<file path="config.mk">
export PLATFORM = sky130hd
export DESIGN_NAME = ibec_top
export DESIGN_NICKNAME = d
export VERILOG_FILES = /design/src/rtl/ibec_pkg.sv /design/src/rtl/ibec_top.sv /design/src/rtl/ibec_pulse_cnt.sv
export VERILOG_INCLUDE_DIRS = /design/src /design/src/rtl
export SDC_FILE = /design/constraint.sdc
export NUM_CORES = 1
export LEC_CHECK = 0
export CAP_MARGIN = 20
export CORE_UTILIZATION = 41
export CTS_BUF_LIST = sky130_fd_sc_hd__clkbuf_4
export DETAILED_ROUTE_END_ITERATION = 6
export DONT_BUFFER_PORTS = 1
export PLACE_DENSITY_LB_ADDON = 0.1
export SYNTH_ARGS = -nofsm -noshare
export SYNTH_HDL_FRONTEND = slang
export SYNTH_SLANG_ARGS = --single-unit
</file>
<file path="constraint.sdc">
create_clock -name clk -period 3.3 [get_ports clk]
set_input_delay 0.165 -clock clk [delete_from_list [all_inputs] [get_ports clk]]
set_output_delay 0.165 -clock clk [all_outputs]
set_load 0.01 [all_outputs]
</file>
<file path="src/rtl/ibec_consts.svh">
// constants for the boot entry control block
`ifndef IBEC_CONSTS_SVH
`define IBEC_CONSTS_SVH

// ============================================================
// service area geometry
`define IBEC_N_W           5
`define IBEC_N_MAX         5'h10
`define IBEC_N_ZERO        5'h00
`define IBEC_ADDR_TOP      17'h10000
`define IBEC_PAGE_SHIFT    8
`define IBEC_RESET_VEC     16'h0000

// ============================================================
// flash data values
`define IBEC_BLANK_BYTE    8'hff
`define IBEC_PROT_BYTE     8'h00

// ============================================================
// timing
`define IBEC_CLK_NS        25
`define IBEC_POST_WIN_NS   10000
`define IBEC_POST_WIN_CYC  ((`IBEC_POST_WIN_NS+`IBEC_CLK_NS-1)/`IBEC_CLK_NS)
`define IBEC_PULSES_NEED   2

// ============================================================
// register offsets
`define IBEC_REG_CFG       8'h00
`define IBEC_REG_ENTRY_EN  8'h04
`define IBEC_REG_STATUS    8'h08
`define IBEC_REG_FADDR     8'h0c
`define IBEC_REG_FDATA     8'h10
`define IBEC_REG_FCMD      8'h14

// ============================================================
// field positions
`define IBEC_CFG_PROT_BIT  5
`define IBEC_ST_SVC_BIT    4
`define IBEC_ST_LOCK_BIT   5
`define IBEC_ST_PROT_BIT   6
`define IBEC_ST_RUN_BIT    7
`define IBEC_ENTRY_EN_RST  8'hff

`endif

</file>
<file path="src/rtl/ibec_pkg.sv">
// types shared by the boot entry control block
package ibec_pkg;

  // boot sequencer states
  typedef enum logic [1:0] {
    ST_HOLD   = 2'b00,
    ST_WAIT   = 2'b01,
    ST_DECIDE = 2'b10,
    ST_RUN    = 2'b11
  } ibec_state_e;

  // flash command codes
  typedef enum logic [2:0] {
    OP_PROG    = 3'b000,
    OP_PROTECT = 3'b001,
    OP_PAGE    = 3'b010,
    OP_CHIP    = 3'b011,
    OP_OPT_WR  = 3'b100,
    OP_OPT_RD  = 3'b101,
    OP_OPT_ER  = 3'b110,
    OP_RSVD    = 3'b111
  } ibec_op_e;

  // flash command to the array
  typedef struct packed {
    ibec_op_e    op;
    logic [15:0] addr;
    logic [7:0]  data;
  } ibec_fcmd_s;

  // entry trigger conditions, one per mechanism
  typedef struct packed {
    logic pulse;
    logic alt;
    logic pair;
    logic blank;
  } ibec_trig_s;

endpackage : ibec_pkg

</file>
<file path="src/rtl/ibec_top.sv">
// boot entry control: service area, entry decision, flash guard
`timescale 1ns/10ps
`default_nettype none
`include "ibec_consts.svh"

module ibec_top #(
  parameter int POST_WIN = `IBEC_POST_WIN_CYC
) (
  // clock and reset
  input  wire logic              clk,
  input  wire logic              sys_rst,
  // hardware reset sources, asynchronous pins
  input  wire logic              por_req,
  input  wire logic              pad_rst_n,
  // straps and pulse pin
  input  wire logic              strap_pair_input_a,
  input  wire logic              strap_pair_input_b,
  input  wire logic              alternate_strap_input,
  input  wire logic              serial_receive_pulse_input,
  input  wire logic              prog_mode_pin,
  // core side, same clock
  input  wire logic [7:0]        flash_loc0_data,
  input  wire logic              core_jump_valid,
  input  wire logic [15:0]       core_jump_target,
  input  wire logic              core_power_down,
  input  wire logic              wdt_rst,
  output logic                   core_rst_hold,
  output logic                   pc_load,
  output logic [15:0]            pc_load_addr,
  output logic                   service_mode,
  // register port
  input  wire logic [7:0]        reg_addr,
  input  wire logic [31:0]       reg_wdata,
  input  wire logic              reg_wr,
  input  wire logic              reg_rd,
  output logic [31:0]            reg_rdata,
  // flash array command port
  output logic                   fl_cmd_valid,
  output ibec_pkg::ibec_fcmd_s   fl_cmd,
  output logic                   fl_keep_en,
  output logic [15:0]            fl_keep_start,
  input  wire logic              fl_ack,
  output logic                   fcmd_done,
  // readout path
  input  wire logic              rd_valid,
  input  wire logic [7:0]        rd_data,
  output logic                   rd_out_valid,
  output logic [7:0]             rd_out_data
);

  // ============================================================
  // helpers

  // start address of the service area
  function automatic logic [15:0] svc_start(input logic [4:0] n);
    logic [16:0] s;
    s = `IBEC_ADDR_TOP - ({12'h000, n} << `IBEC_PAGE_SHIFT);
    return s[15:0];
  endfunction : svc_start

  // enable bit for a trigger at power-on or pad reset
  function automatic logic trig_en(input logic [7:0] en,
                                   input int idx,
                                   input logic por, input logic pad);
    return (en[2*idx] & por) | (en[2*idx+1] & pad);
  endfunction : trig_en

  // ============================================================
  // pin synchronisers

  localparam int NPIN = 6;
  logic [NPIN-1:0] pin_raw;
  logic [NPIN-1:0] pin_s1_reg;
  logic [NPIN-1:0] pin_s2_reg;

  assign pin_raw = {prog_mode_pin, alternate_strap_input,
                    strap_pair_input_b, strap_pair_input_a,
                    ~pad_rst_n, por_req};

  // straps idle high, reset requests idle low
  localparam logic [NPIN-1:0] PIN_IDLE = 6'h1c;

  genvar gi;
  generate
    for (gi = 0; gi < NPIN; gi++) begin : g_sync
      always_ff @(posedge clk) begin
        if (sys_rst) begin
          pin_s1_reg[gi] <= PIN_IDLE[gi];
          pin_s2_reg[gi] <= PIN_IDLE[gi];
        end else begin
          pin_s1_reg[gi] <= pin_raw[gi];
          pin_s2_reg[gi] <= pin_s1_reg[gi];
        end
      end
    end
  endgenerate

  logic por_s, pad_s, str_a_s, str_b_s, alt_s, prog_s, hw_rst;
  assign por_s   = pin_s2_reg[0];
  assign pad_s   = pin_s2_reg[1];
  assign str_a_s = pin_s2_reg[2];
  assign str_b_s = pin_s2_reg[3];
  assign alt_s   = pin_s2_reg[4];
  assign prog_s  = pin_s2_reg[5];
  assign hw_rst  = por_s | pad_s;

  // ============================================================
  // configuration registers

  logic [4:0]  n_reg;
  logic        protect_reg;
  logic [7:0]  entry_en_reg;
  logic [15:0] faddr_reg;
  logic [7:0]  fdata_reg;
  logic [4:0]  n_wr;
  logic        locked;
  logic [15:0] start;
  logic        wr_cfg, wr_en, wr_cmd;

  assign wr_cfg = reg_wr && reg_addr == `IBEC_REG_CFG;
  assign wr_en  = reg_wr && reg_addr == `IBEC_REG_ENTRY_EN;
  assign wr_cmd = reg_wr && reg_addr == `IBEC_REG_FCMD;
  assign start  = svc_start(n_reg);
  assign locked = (n_reg != `IBEC_N_ZERO) && !prog_s;
  // clamp: beyond sixteen pages would eat user space
  assign n_wr = (reg_wdata[4:0] > `IBEC_N_MAX) ? `IBEC_N_MAX
                                               : reg_wdata[4:0];

  // size and protect: size only from the external programmer
  always_ff @(posedge clk) begin
    if (sys_rst) begin
      n_reg       <= `IBEC_N_ZERO;
      protect_reg <= 1'b0;
    end else begin
      if (wr_cfg && prog_s) begin
        n_reg <= n_wr;
      end
      if (prog_s && wr_cfg && !reg_wdata[`IBEC_CFG_PROT_BIT]) begin
        protect_reg <= 1'b0;
      end else if ((wr_cfg && reg_wdata[`IBEC_CFG_PROT_BIT]) ||
                   (wr_cmd && reg_wdata[2:0] == ibec_pkg::OP_PROTECT))
      begin
        protect_reg <= 1'b1;
      end
    end
  end

  // entry enables: option write from the programmer, or with a service area, unprotected
  always_ff @(posedge clk) begin
    if (sys_rst) begin
      entry_en_reg <= `IBEC_ENTRY_EN_RST;
    end else if (wr_en && (prog_s ||
                 (n_reg != `IBEC_N_ZERO && !protect_reg))) begin
      entry_en_reg <= reg_wdata[7:0];
    end
  end

  // flash address and data staging
  always_ff @(posedge clk) begin
    if (sys_rst) begin
      faddr_reg <= 16'hffff;
      fdata_reg <= 8'hff;
    end else begin
      if (reg_wr && reg_addr == `IBEC_REG_FADDR) begin
        faddr_reg <= reg_wdata[15:0];
      end
      if (reg_wr && reg_addr == `IBEC_REG_FDATA) begin
        fdata_reg <= reg_wdata[7:0];
      end
    end
  end

  // ============================================================
  // flash command guard

  ibec_pkg::ibec_op_e op_w;
  logic in_area, is_arr, suppress;

  assign op_w    = ibec_pkg::ibec_op_e'(reg_wdata[2:0]);
  assign in_area = (n_reg != `IBEC_N_ZERO) && (faddr_reg >= start);
  assign is_arr  = op_w == ibec_pkg::OP_PROG ||
                   op_w == ibec_pkg::OP_PAGE ||
                   op_w == ibec_pkg::OP_CHIP;
  // program or page erase into a locked area is dropped silently
  assign suppress = (op_w == ibec_pkg::OP_PROG ||
                     op_w == ibec_pkg::OP_PAGE) &&
                    in_area && locked;

  // issue to the array; everything else completes at once
  always_ff @(posedge clk) begin
    if (sys_rst) begin
      fl_cmd_valid <= 1'b0;
      fl_cmd       <= '0;
      fcmd_done    <= 1'b0;
    end else begin
      fl_cmd_valid <= wr_cmd && is_arr && !suppress;
      fcmd_done    <= fl_ack || (wr_cmd && !(is_arr && !suppress));
      if (wr_cmd) begin
        fl_cmd.op   <= op_w;
        fl_cmd.addr <= faddr_reg;
        fl_cmd.data <= fdata_reg;
      end
    end
  end

  // chip erase keeps everything from the area start upward while the area is locked
  assign fl_keep_en    = locked;
  assign fl_keep_start = start;

  // readout: protected parts answer zero everywhere
  always_ff @(posedge clk) begin
    if (sys_rst) begin
      rd_out_valid <= 1'b0;
      rd_out_data  <= `IBEC_PROT_BYTE;
    end else begin
      rd_out_valid <= rd_valid;
      rd_out_data  <= protect_reg ? `IBEC_PROT_BYTE : rd_data;
    end
  end

  // ============================================================
  // boot sequencer

  ibec_pkg::ibec_state_e state_reg;
  ibec_pkg::ibec_trig_s  flags_reg;
  logic        por_seen_reg, pad_seen_reg;
  logic        pair_low_reg, alt_low_reg, blank_reg;
  logic [15:0] win_reg;
  logic        pulse_met, pulse_en;
  logic [3:0]  hit;

  assign pulse_en = state_reg == ibec_pkg::ST_HOLD ||
                    state_reg == ibec_pkg::ST_WAIT;

  ibec_pulse_cnt #(
    .NEED (`IBEC_PULSES_NEED)
  ) u_pulse (
    .clk       (clk),
    .sys_rst   (sys_rst),
    .clear     (hw_rst && state_reg == ibec_pkg::ST_RUN),
    .enable    (pulse_en),
    .pin_in    (serial_receive_pulse_input),
    .count_met (pulse_met)
  );

  // per-mechanism hits, each gated by its reset source
  assign hit[0] = blank_reg    & trig_en(entry_en_reg, 0,
                  por_seen_reg, pad_seen_reg);
  assign hit[1] = pair_low_reg & trig_en(entry_en_reg, 1,
                  por_seen_reg, pad_seen_reg);
  assign hit[2] = alt_low_reg  & trig_en(entry_en_reg, 2,
                  por_seen_reg, pad_seen_reg);
  assign hit[3] = pulse_met    & trig_en(entry_en_reg, 3,
                  por_seen_reg, pad_seen_reg);

  // state walk: hold in reset, post window, decide, run
  always_ff @(posedge clk) begin
    if (sys_rst) begin
      state_reg <= ibec_pkg::ST_HOLD;
    end else begin
      case (state_reg)
        ibec_pkg::ST_HOLD: begin
          if (!hw_rst) state_reg <= ibec_pkg::ST_WAIT;
        end
        ibec_pkg::ST_WAIT: begin
          if (hw_rst) state_reg <= ibec_pkg::ST_HOLD;
          else if (pulse_met || win_reg == 16'h0000)
            state_reg <= ibec_pkg::ST_DECIDE;
        end
        ibec_pkg::ST_DECIDE: state_reg <= ibec_pkg::ST_RUN;
        ibec_pkg::ST_RUN: begin
          if (hw_rst) state_reg <= ibec_pkg::ST_HOLD;
        end
        default: state_reg <= ibec_pkg::ST_HOLD;
      endcase
    end
  end

  // post-reset window for the second pulse
  always_ff @(posedge clk) begin
    if (sys_rst || state_reg != ibec_pkg::ST_WAIT) begin
      win_reg <= POST_WIN[15:0];
    end else if (win_reg != 16'h0000) begin
      win_reg <= win_reg - 16'h0001;
    end
  end

  // sample while in reset; straps and blank keep the last sample, the source flags accumulate in hold
  always_ff @(posedge clk) begin
    if (sys_rst) begin
      por_seen_reg <= 1'b0;
      pad_seen_reg <= 1'b0;
      pair_low_reg <= 1'b0;
      alt_low_reg  <= 1'b0;
      blank_reg    <= 1'b0;
    end else if (hw_rst) begin
      if (state_reg != ibec_pkg::ST_HOLD) begin
        por_seen_reg <= por_s;
        pad_seen_reg <= pad_s;
      end else begin
        por_seen_reg <= por_seen_reg | por_s;
        pad_seen_reg <= pad_seen_reg | pad_s;
      end
      pair_low_reg <= !str_a_s && !str_b_s;
      alt_low_reg  <= !alt_s;
      blank_reg    <= flash_loc0_data == `IBEC_BLANK_BYTE;
    end
  end

  // entry flags: cleared by any reset, set once at the decision
  always_ff @(posedge clk) begin
    if (sys_rst || hw_rst || wdt_rst) begin
      flags_reg <= '0;
    end else if (state_reg == ibec_pkg::ST_DECIDE &&
                 n_reg != `IBEC_N_ZERO) begin
      flags_reg <= ibec_pkg::ibec_trig_s'(hit);
    end
  end

  // service mode and program counter load
  always_ff @(posedge clk) begin
    if (sys_rst || hw_rst) begin
      service_mode <= 1'b0;
      pc_load      <= 1'b0;
      pc_load_addr <= `IBEC_RESET_VEC;
    end else begin
      pc_load <= 1'b0;
      if (state_reg == ibec_pkg::ST_DECIDE) begin
        // any number of hits still means a single entry
        if (|hit && n_reg != `IBEC_N_ZERO) begin
          service_mode <= 1'b1;
          pc_load_addr <= start;
        end else begin
          pc_load_addr <= `IBEC_RESET_VEC;
        end
        pc_load <= 1'b1;
      end else if (state_reg == ibec_pkg::ST_RUN) begin
        if (wdt_rst) begin
          service_mode <= 1'b0;
          pc_load      <= 1'b1;
          pc_load_addr <= `IBEC_RESET_VEC;
        end else if (core_jump_valid) begin
          if (core_jump_target == `IBEC_RESET_VEC) begin
            service_mode <= 1'b0;
          end else if (core_jump_target == start &&
                       n_reg != `IBEC_N_ZERO &&
                       !core_power_down) begin
            service_mode <= 1'b1;
          end
        end
      end
    end
  end

  assign core_rst_hold = state_reg != ibec_pkg::ST_RUN;

  // ============================================================
  // register read, one cycle after the strobe

  always_ff @(posedge clk) begin
    if (sys_rst || !reg_rd) begin
      reg_rdata <= 32'h0000_0000;
    end else begin
      case (reg_addr)
        `IBEC_REG_CFG:
          reg_rdata <= {26'h0, protect_reg, n_reg};
        `IBEC_REG_ENTRY_EN:
          reg_rdata <= {24'h0, entry_en_reg};
        `IBEC_REG_STATUS:
          reg_rdata <= {24'h0,
                        state_reg == ibec_pkg::ST_RUN,
                        protect_reg, locked, service_mode,
                        flags_reg};
        `IBEC_REG_FADDR:
          reg_rdata <= {16'h0, faddr_reg};
        `IBEC_REG_FDATA:
          reg_rdata <= {24'h0, fdata_reg};
        `IBEC_REG_FCMD:
          reg_rdata <= {29'h0, fl_cmd.op};
        default:
          reg_rdata <= 32'h0000_0000;
      endcase
    end
  end

endmodule : ibec_top

`default_nettype wire

</file>
<file path="src/rtl/ibec_pulse_cnt.sv">
// counts rising edges on the serial receive pin
`timescale 1ns/10ps
`default_nettype none

module ibec_pulse_cnt #(
  parameter int NEED = 2
) (
  // clock and reset
  input  wire logic clk,
  input  wire logic sys_rst,
  // control
  input  wire logic clear,
  input  wire logic enable,
  // pin
  input  wire logic pin_in,
  // result
  output logic      count_met
);

  logic       sync1_reg;
  logic       sync2_reg;
  logic       prev_reg;
  logic [1:0] cnt_reg;

  // two flops before anything looks at the pin
  always_ff @(posedge clk) begin
    if (sys_rst) begin
      sync1_reg <= 1'b1;
      sync2_reg <= 1'b1;
      prev_reg  <= 1'b1;
    end else begin
      sync1_reg <= pin_in;
      sync2_reg <= sync1_reg;
      prev_reg  <= sync2_reg;
    end
  end

  // saturating edge counter, restarted by sys_rst or by a hardware reset that arrives in ST_RUN
  always_ff @(posedge clk) begin
    if (sys_rst || clear) begin
      cnt_reg <= 2'h0;
    end else if (enable && sync2_reg && !prev_reg &&
                 cnt_reg != NEED[1:0]) begin
      cnt_reg <= cnt_reg + 2'h1;
    end
  end

  assign count_met = (cnt_reg == NEED[1:0]);

endmodule : ibec_pulse_cnt

`default_nettype wire

</file>
======== After elaboration in Yosys (flattened, before gate mapping) ========
Index checks and enable logic that the tools add are counted.
storage, ports and cells
  register bits ........................... 170
  bits of input ports ..................... 88
  output and inout bits ................... 106
  word-level logic and storage cells ...... 181
operators by class
  add/subtract/negate cells ............... 3
  magnitude comparators ................... 2
  equality and inequality tests ........... 21
  multiplexer cells ....................... 23
  bitwise gates (word level) .............. 20
  reduce and logical (&&, ||, !) cells .... 69
operators with widths
  kind                   number
  $pmux 16 s6            1
  $mux 16                4
  $logic_not 16->1       2
  $logic_and 1x1->1      28
  $eq 16x16->1           1
  $eq 8x4->1 const B     2
  $eq 8x5->1 const B     2
  $ge 16x16->1           1
  $reduce_bool 16->1     1
  $sub 16x1->16 const B  1
  $sub 1x13->14 const A  1
  $and 1x1->1            12
  $logic_or 1x1->1       12
  $mux 1                 12
  $logic_not 1->1        11
  $eq 8x3->1 const B     1
  $eq 8x8->1 const B     1
  $logic_not 8->1        1
  $mux 2                 4
  $ne 2x2->1 const B     4
  $pmux 2 s4             1
  $or 1x1->1             7
  $eq 2x2->1 const B     3
  $eq 3x2->1 const B     2
  19 further kinds       23

======== Logic depth before layout (Yosys ltp) ========
  depth in word-level cells ............... 10
  mapped depth ............................ 10
  mapped depth without buffers ............ 10

======== By module ========
From an unflattened synthesis, not the netlist that was laid out.
unflattened totals
  cell total of the unflattened synthesis .. 711
  area total of the unflattened synthesis .. 6,243.5 um2
by module, submodules not included
  module          instances  cells each  area an instance (um2)  sequential area each (um2)
  ibec_top        1          694         6,048.3                 2,782.7
  ibec_pulse_cnt  1          17          195.2                   100.1

======== Worst setup path after synthesis ========
Ideal clock, no wire load.
  path kind ............................... register -> register
  from .................................... register n_reg[0]
  to ...................................... register pc_load_addr[10]
  library setup time ...................... 0.066 ns
  arrival ................................. 2.085 ns
  required time ........................... 3.234 ns
  path slack .............................. 1.149 ns
  stages on the path, launching flop included .. 9
  path buffers ............................ 0
  period minus slack after synthesis ...... 2.151 ns
  path through ............................ dfxtp_1 -> inv_1 -> ha_1 -> nor3b_1 -> ha_1 -> nor3_1 -> o41a_1 -> a22oi_1 -> nor2_1
on the way
  word-level cells in the longest chain between the ends .. 4
  elaborated cells between the ends (all ways) .. 5
  those cells by class .................... add/sub: 1; mux: 2; reduce/logical: 2
ends and longest elaborated chain
  element                                                line             RTL
  start: declaration                                     ibec_top.sv:110  logic [4:0] n_reg;
  start signal: assignment                               ibec_top.sv:132  n_reg <= `IBEC_N_ZERO;
  start signal: assignment                               ibec_top.sv:136  n_reg <= n_wr;
  branches (longest 2 deep; another with $sub 1x13->14)  --
  $mux 16 (*)                                            ibec_top.sv:330  if (|hit && n_reg != `IBEC_N_ZERO) begin
  $mux 16 (*)                                            ibec_top.sv:328  if (state_reg == ibec_pkg::ST_DECIDE) begin
  end signal: assignment                                 ibec_top.sv:325  pc_load_addr <= `IBEC_RESET_VEC;
  end signal: assignment                                 ibec_top.sv:332  pc_load_addr <= start;
  end signal: assignment                                 ibec_top.sv:334  pc_load_addr <= `IBEC_RESET_VEC;
  end: declaration                                       ibec_top.sv:29   output logic [15:0] pc_load_addr,
Every way passes the cells marked *.
A chain may end at the register's enable or synchronous reset.

======== Worst setup path after layout ========
  from .................................... input reg_addr[2]
  to ...................................... register n_reg[1]
on the way
  word-level cells in the longest chain between the ends .. 3
ends and longest elaborated chain
  element                             line             RTL
  start: declaration                  ibec_top.sv:32   input wire logic [7:0] reg_addr,
  $logic_not 8->1                     --
  $logic_and 1x1->1 (no source line)  --
  $logic_and 1x1->1                   ibec_top.sv:135  if (wr_cfg && prog_s) begin
No other way between the ends.

==> impl_metrics.toml <==
[floorplanning]
die_h_um = 126
rows = 44
dieArea_mm2 = 0.0158
start_util_pct = 42.6
core_region_area_mm2 = 0.0147
num_io_pins = 194
die_x_um = 126

[flow_run]
maxCapViolCount = 0

[cells_and_area]
utilization_pct = 47.8
area_growth_pct = 12.3
largest_reg_flops = 27
drive_above_1_share_pct = 8.89
final_cell_area_mm2 = 0.00703
regMostFlops = "fl_cmd"
nNetsFinal = 829

[synth]
synthesis.area_mm2 = 0.00626
synth_cell_types = 63
ys_ff_latch = 144
yosys_warnings = 0
async_flop_share_pct = 0
synthTopCellsByArea = "dfxtp_1, nand2_1, buf_4"
synth_edf_count = 0
synth_top_area_share_pct = 46.1
syn_area_per_cell_um2 = 9.10
synth_flop_cell = "dfxtp_1"
yosysSeqAreaShare_pct = 46.1
synthCells = 688
synth_top_area_cell = "dfxtp_1"

[cts]
cts_tree = "yes"
insertion_delay_ns = 0.54
cts_root_buf = "clkbuf_4"
h-tree-depth = 4
clk_pin_slew_ns = 0.12
cts_buffers = 17
cts_resized = 0
cts_hold_buf = 53
cts.path.max_buffers = 2
cts_sinks = 144
post_cts_buffers = 0

[global_route]
grt_overflow = 0
antenna_found_initial = 3
globalRouteTotalUtil_pct = 20.9
grt_pass1_vias = 4672
grt_max_degree = 93
grt_pass1_wl_um = 25200

[placed_design]
place_congestion = 0.816
port_buffers = 0
dpl_cell_area_mm2 = 0.00625
dp_hpwl_um = 11000

[power]
power_leakage_nw = 2.58
power_density_mw_per_mm2 = 428
p_total_mw = 3.01
peakVddDrop_mv = 0.194

[min_path]
hold_path_class = "primary input to register"
hp-start = "reg_addr[2]"

[timing]
setup_viol = 0
slew_headroom_pct = 50.9
finClkSkew_ns = 0.0121
grt_setup_unrepaired = "false"
fmax_mhz = 327
hold_viol = 0
fin_tns_setup_ns = 0
fin_crit_ns = 3.06
worstMarginPinSlew_ns = 0.731
period_share_pct = 92.7
slew_viol_final = 0

[critical_path]
crit_path_frequent_cell = "dlygate4sd3_1"
critPathMaxFanout = 10
worstSetupStartpoint = "reg_addr[2]"
critPathArrivalTime_ns = 3.56
critPathCaptureType = "register"
slowest_delay_ns = 0.74
start_kind = "primary input"
worstPathRequired_ns = 3.80
worst-setup-path-type = "primary input to register"
crit_slowest_cell = "dlygate4sd3_1"
cp.buffers_inverters = 4
crit_chain = "dlygate4sd3_1 -> nor2_1 -> dlygate4sd3_1 -> nand4_4 -> or3b_1 -> dlygate4sd3_1 -> a21oi_1 -> dlygate4sd3_1"
crit_family = "buffers and inverters"
worstReg2RegStart = "n_reg[0]$_SDFFE_PP0P_"

[route]
drt-total-wl_um = 16100
drc = 15
firstDrtPassIters = 7
via_count = 4926
drtIter0Drc = 314
wl_per_cell_um = 17.4
detail-route-antenna-nets = 0
viasPerCell = 5.31

[outcome]
violations = "design-rule violations"
outcome = "complete, but fails checks"
==> cell type report <==
cell class                      instances  area [um2]
Antenna cell                            2        5.00
Sequential cell                       144        2880
Multi-Input combinational cell        490        3020
Fill cell                            1409        7670
Clock inverter                         13        88.8
Inverter                               16        60.1
Tap cell                              184         230
Timing Repair Buffer                   60         601
Clock buffer                           19         143
==> layout by cell type, fill, tap and decap left out, types with 5 or more instances in the layout <==
| cell | instances |
|---|---|
| buf_4 | 7 |
| clkbuf_4 | 19 |
| dfxtp_1 | 144 |
| nand3_1 | 9 |
| clkinvlp_4 | 5 |
| a21oi_1 | 47 |
| o21ai_1 | 5 |
| and2_1 | 15 |
| nand4_1 | 7 |
| inv_1 | 15 |
| a22oi_1 | 15 |
| or4_1 | 9 |
| nor3_1 | 10 |
| xor2_1 | 8 |
| mux4_2 | 6 |
| o21ai_0 | 9 |
| nor2_1 | 46 |
| nor4_1 | 6 |
| nand2_1 | 104 |
| xnor2_1 | 9 |
| nor2b_1 | 20 |
| a211o_1 | 15 |
| ha_1 | 12 |
| and3_1 | 7 |
| or2_2 | 10 |
| nand3b_1 | 20 |
| dlygate4sd3_1 | 52 |
| or3_1 | 10 |
| mux2i_1 | 9 |
| conb_1 | 32 |
==> worst reg2reg max path, cell delays in order, from the launching register on <==
cell           delay (ns)
dfxtp_1              0.60
inv_1                0.12
ha_1                 0.24
nor3b_1              0.15
ha_1                 0.40
xnor2_1              0.21
nand4_1              0.11
nor4_1               0.20
a32oi_1              0.14
o31ai_1              0.25
dlygate4sd3_1        0.57
==> synth_stat cells (5+ instances only) <==
library cell,count
nand3b_1,20
mux2i_1,9
o21ai_0,9
or4_1,9
nand2_1,104
mux4_2,6
nand4_1,7
ha_1,12
or3_1,10
clkbuf_1,23
a21oi_1,47
nor3_1,10
xnor2_1,9
nand3_1,9
a22oi_1,15
inv_1,15
and3_1,7
a211o_1,15
and2_1,15
nor2_1,46
nor2b_1,20
buf_2,5
xor2_1,8
buf_4,39
nor4_1,6
o21ai_1,5
dfxtp_1,144
or2_2,10
==> kinds of logic after synthesis <==
family | after synthesis | share of synthesized area [%]
and+or+nand+nor | 294 | 25.1
DFF | 144 | 46.1
AOI/OAI and AO/OA | 119 | 12.7
buffers and inverters | 85 | 7.54
xor gates and xnor gates | 17 | 2.38
muxes | 16 | 3.78
adders and majority gates | 12 | 2.40
other | 1 | 0.0599
==> layer usage <==
layer  wire length (um)  global-route usage, %
met2               7690                   33.3
met5                 14                      0
met4                269                   8.32
met3               1060                   6.80
met1               7110                   26.0
==> through the flow <==
| step | std cells | worst slack [ns] | hold slack [ns] |
|---|---|---|---|
| after floorplan | 719 | 1.15 | 0.232 |
| after global placement | 841 | 0.798 | 0.243 |
| after detailed placement | 841 | 0.818 | 0.243 |
| after CTS | 926 | 0.304 | 0.0208 |
| after global routing | 928 | 0.00769 | 0.0379 |
| final | 928 | 0.239 | 0.0795 |
==> power by group <==
| group | switching (mW) | internal, mW | total, mW |
|---|---|---|---|
| registers | 0.0238 | 1.76 | 1.79 |
| logic | 0.142 | 0.105 | 0.247 |
| clock network | 0.658 | 0.313 | 0.971 |
==> worst paths after layout <==
path / end / slack, ns / cells after the start
setup / recovery: n_reg[1]$_SDFFE_PP0P_ / 0.24 / 8
hold / removal: reg_rdata[6]$_SDFF_PP0_ / 0.08 / 4
setup reg to reg: service_mode$_SDFFE_PP0P_ / 0.26 / 10
hold reg to reg: str_b_s$_SDFF_PP1_ / 0.42 / 1
(Power assumes the default switching activity.)
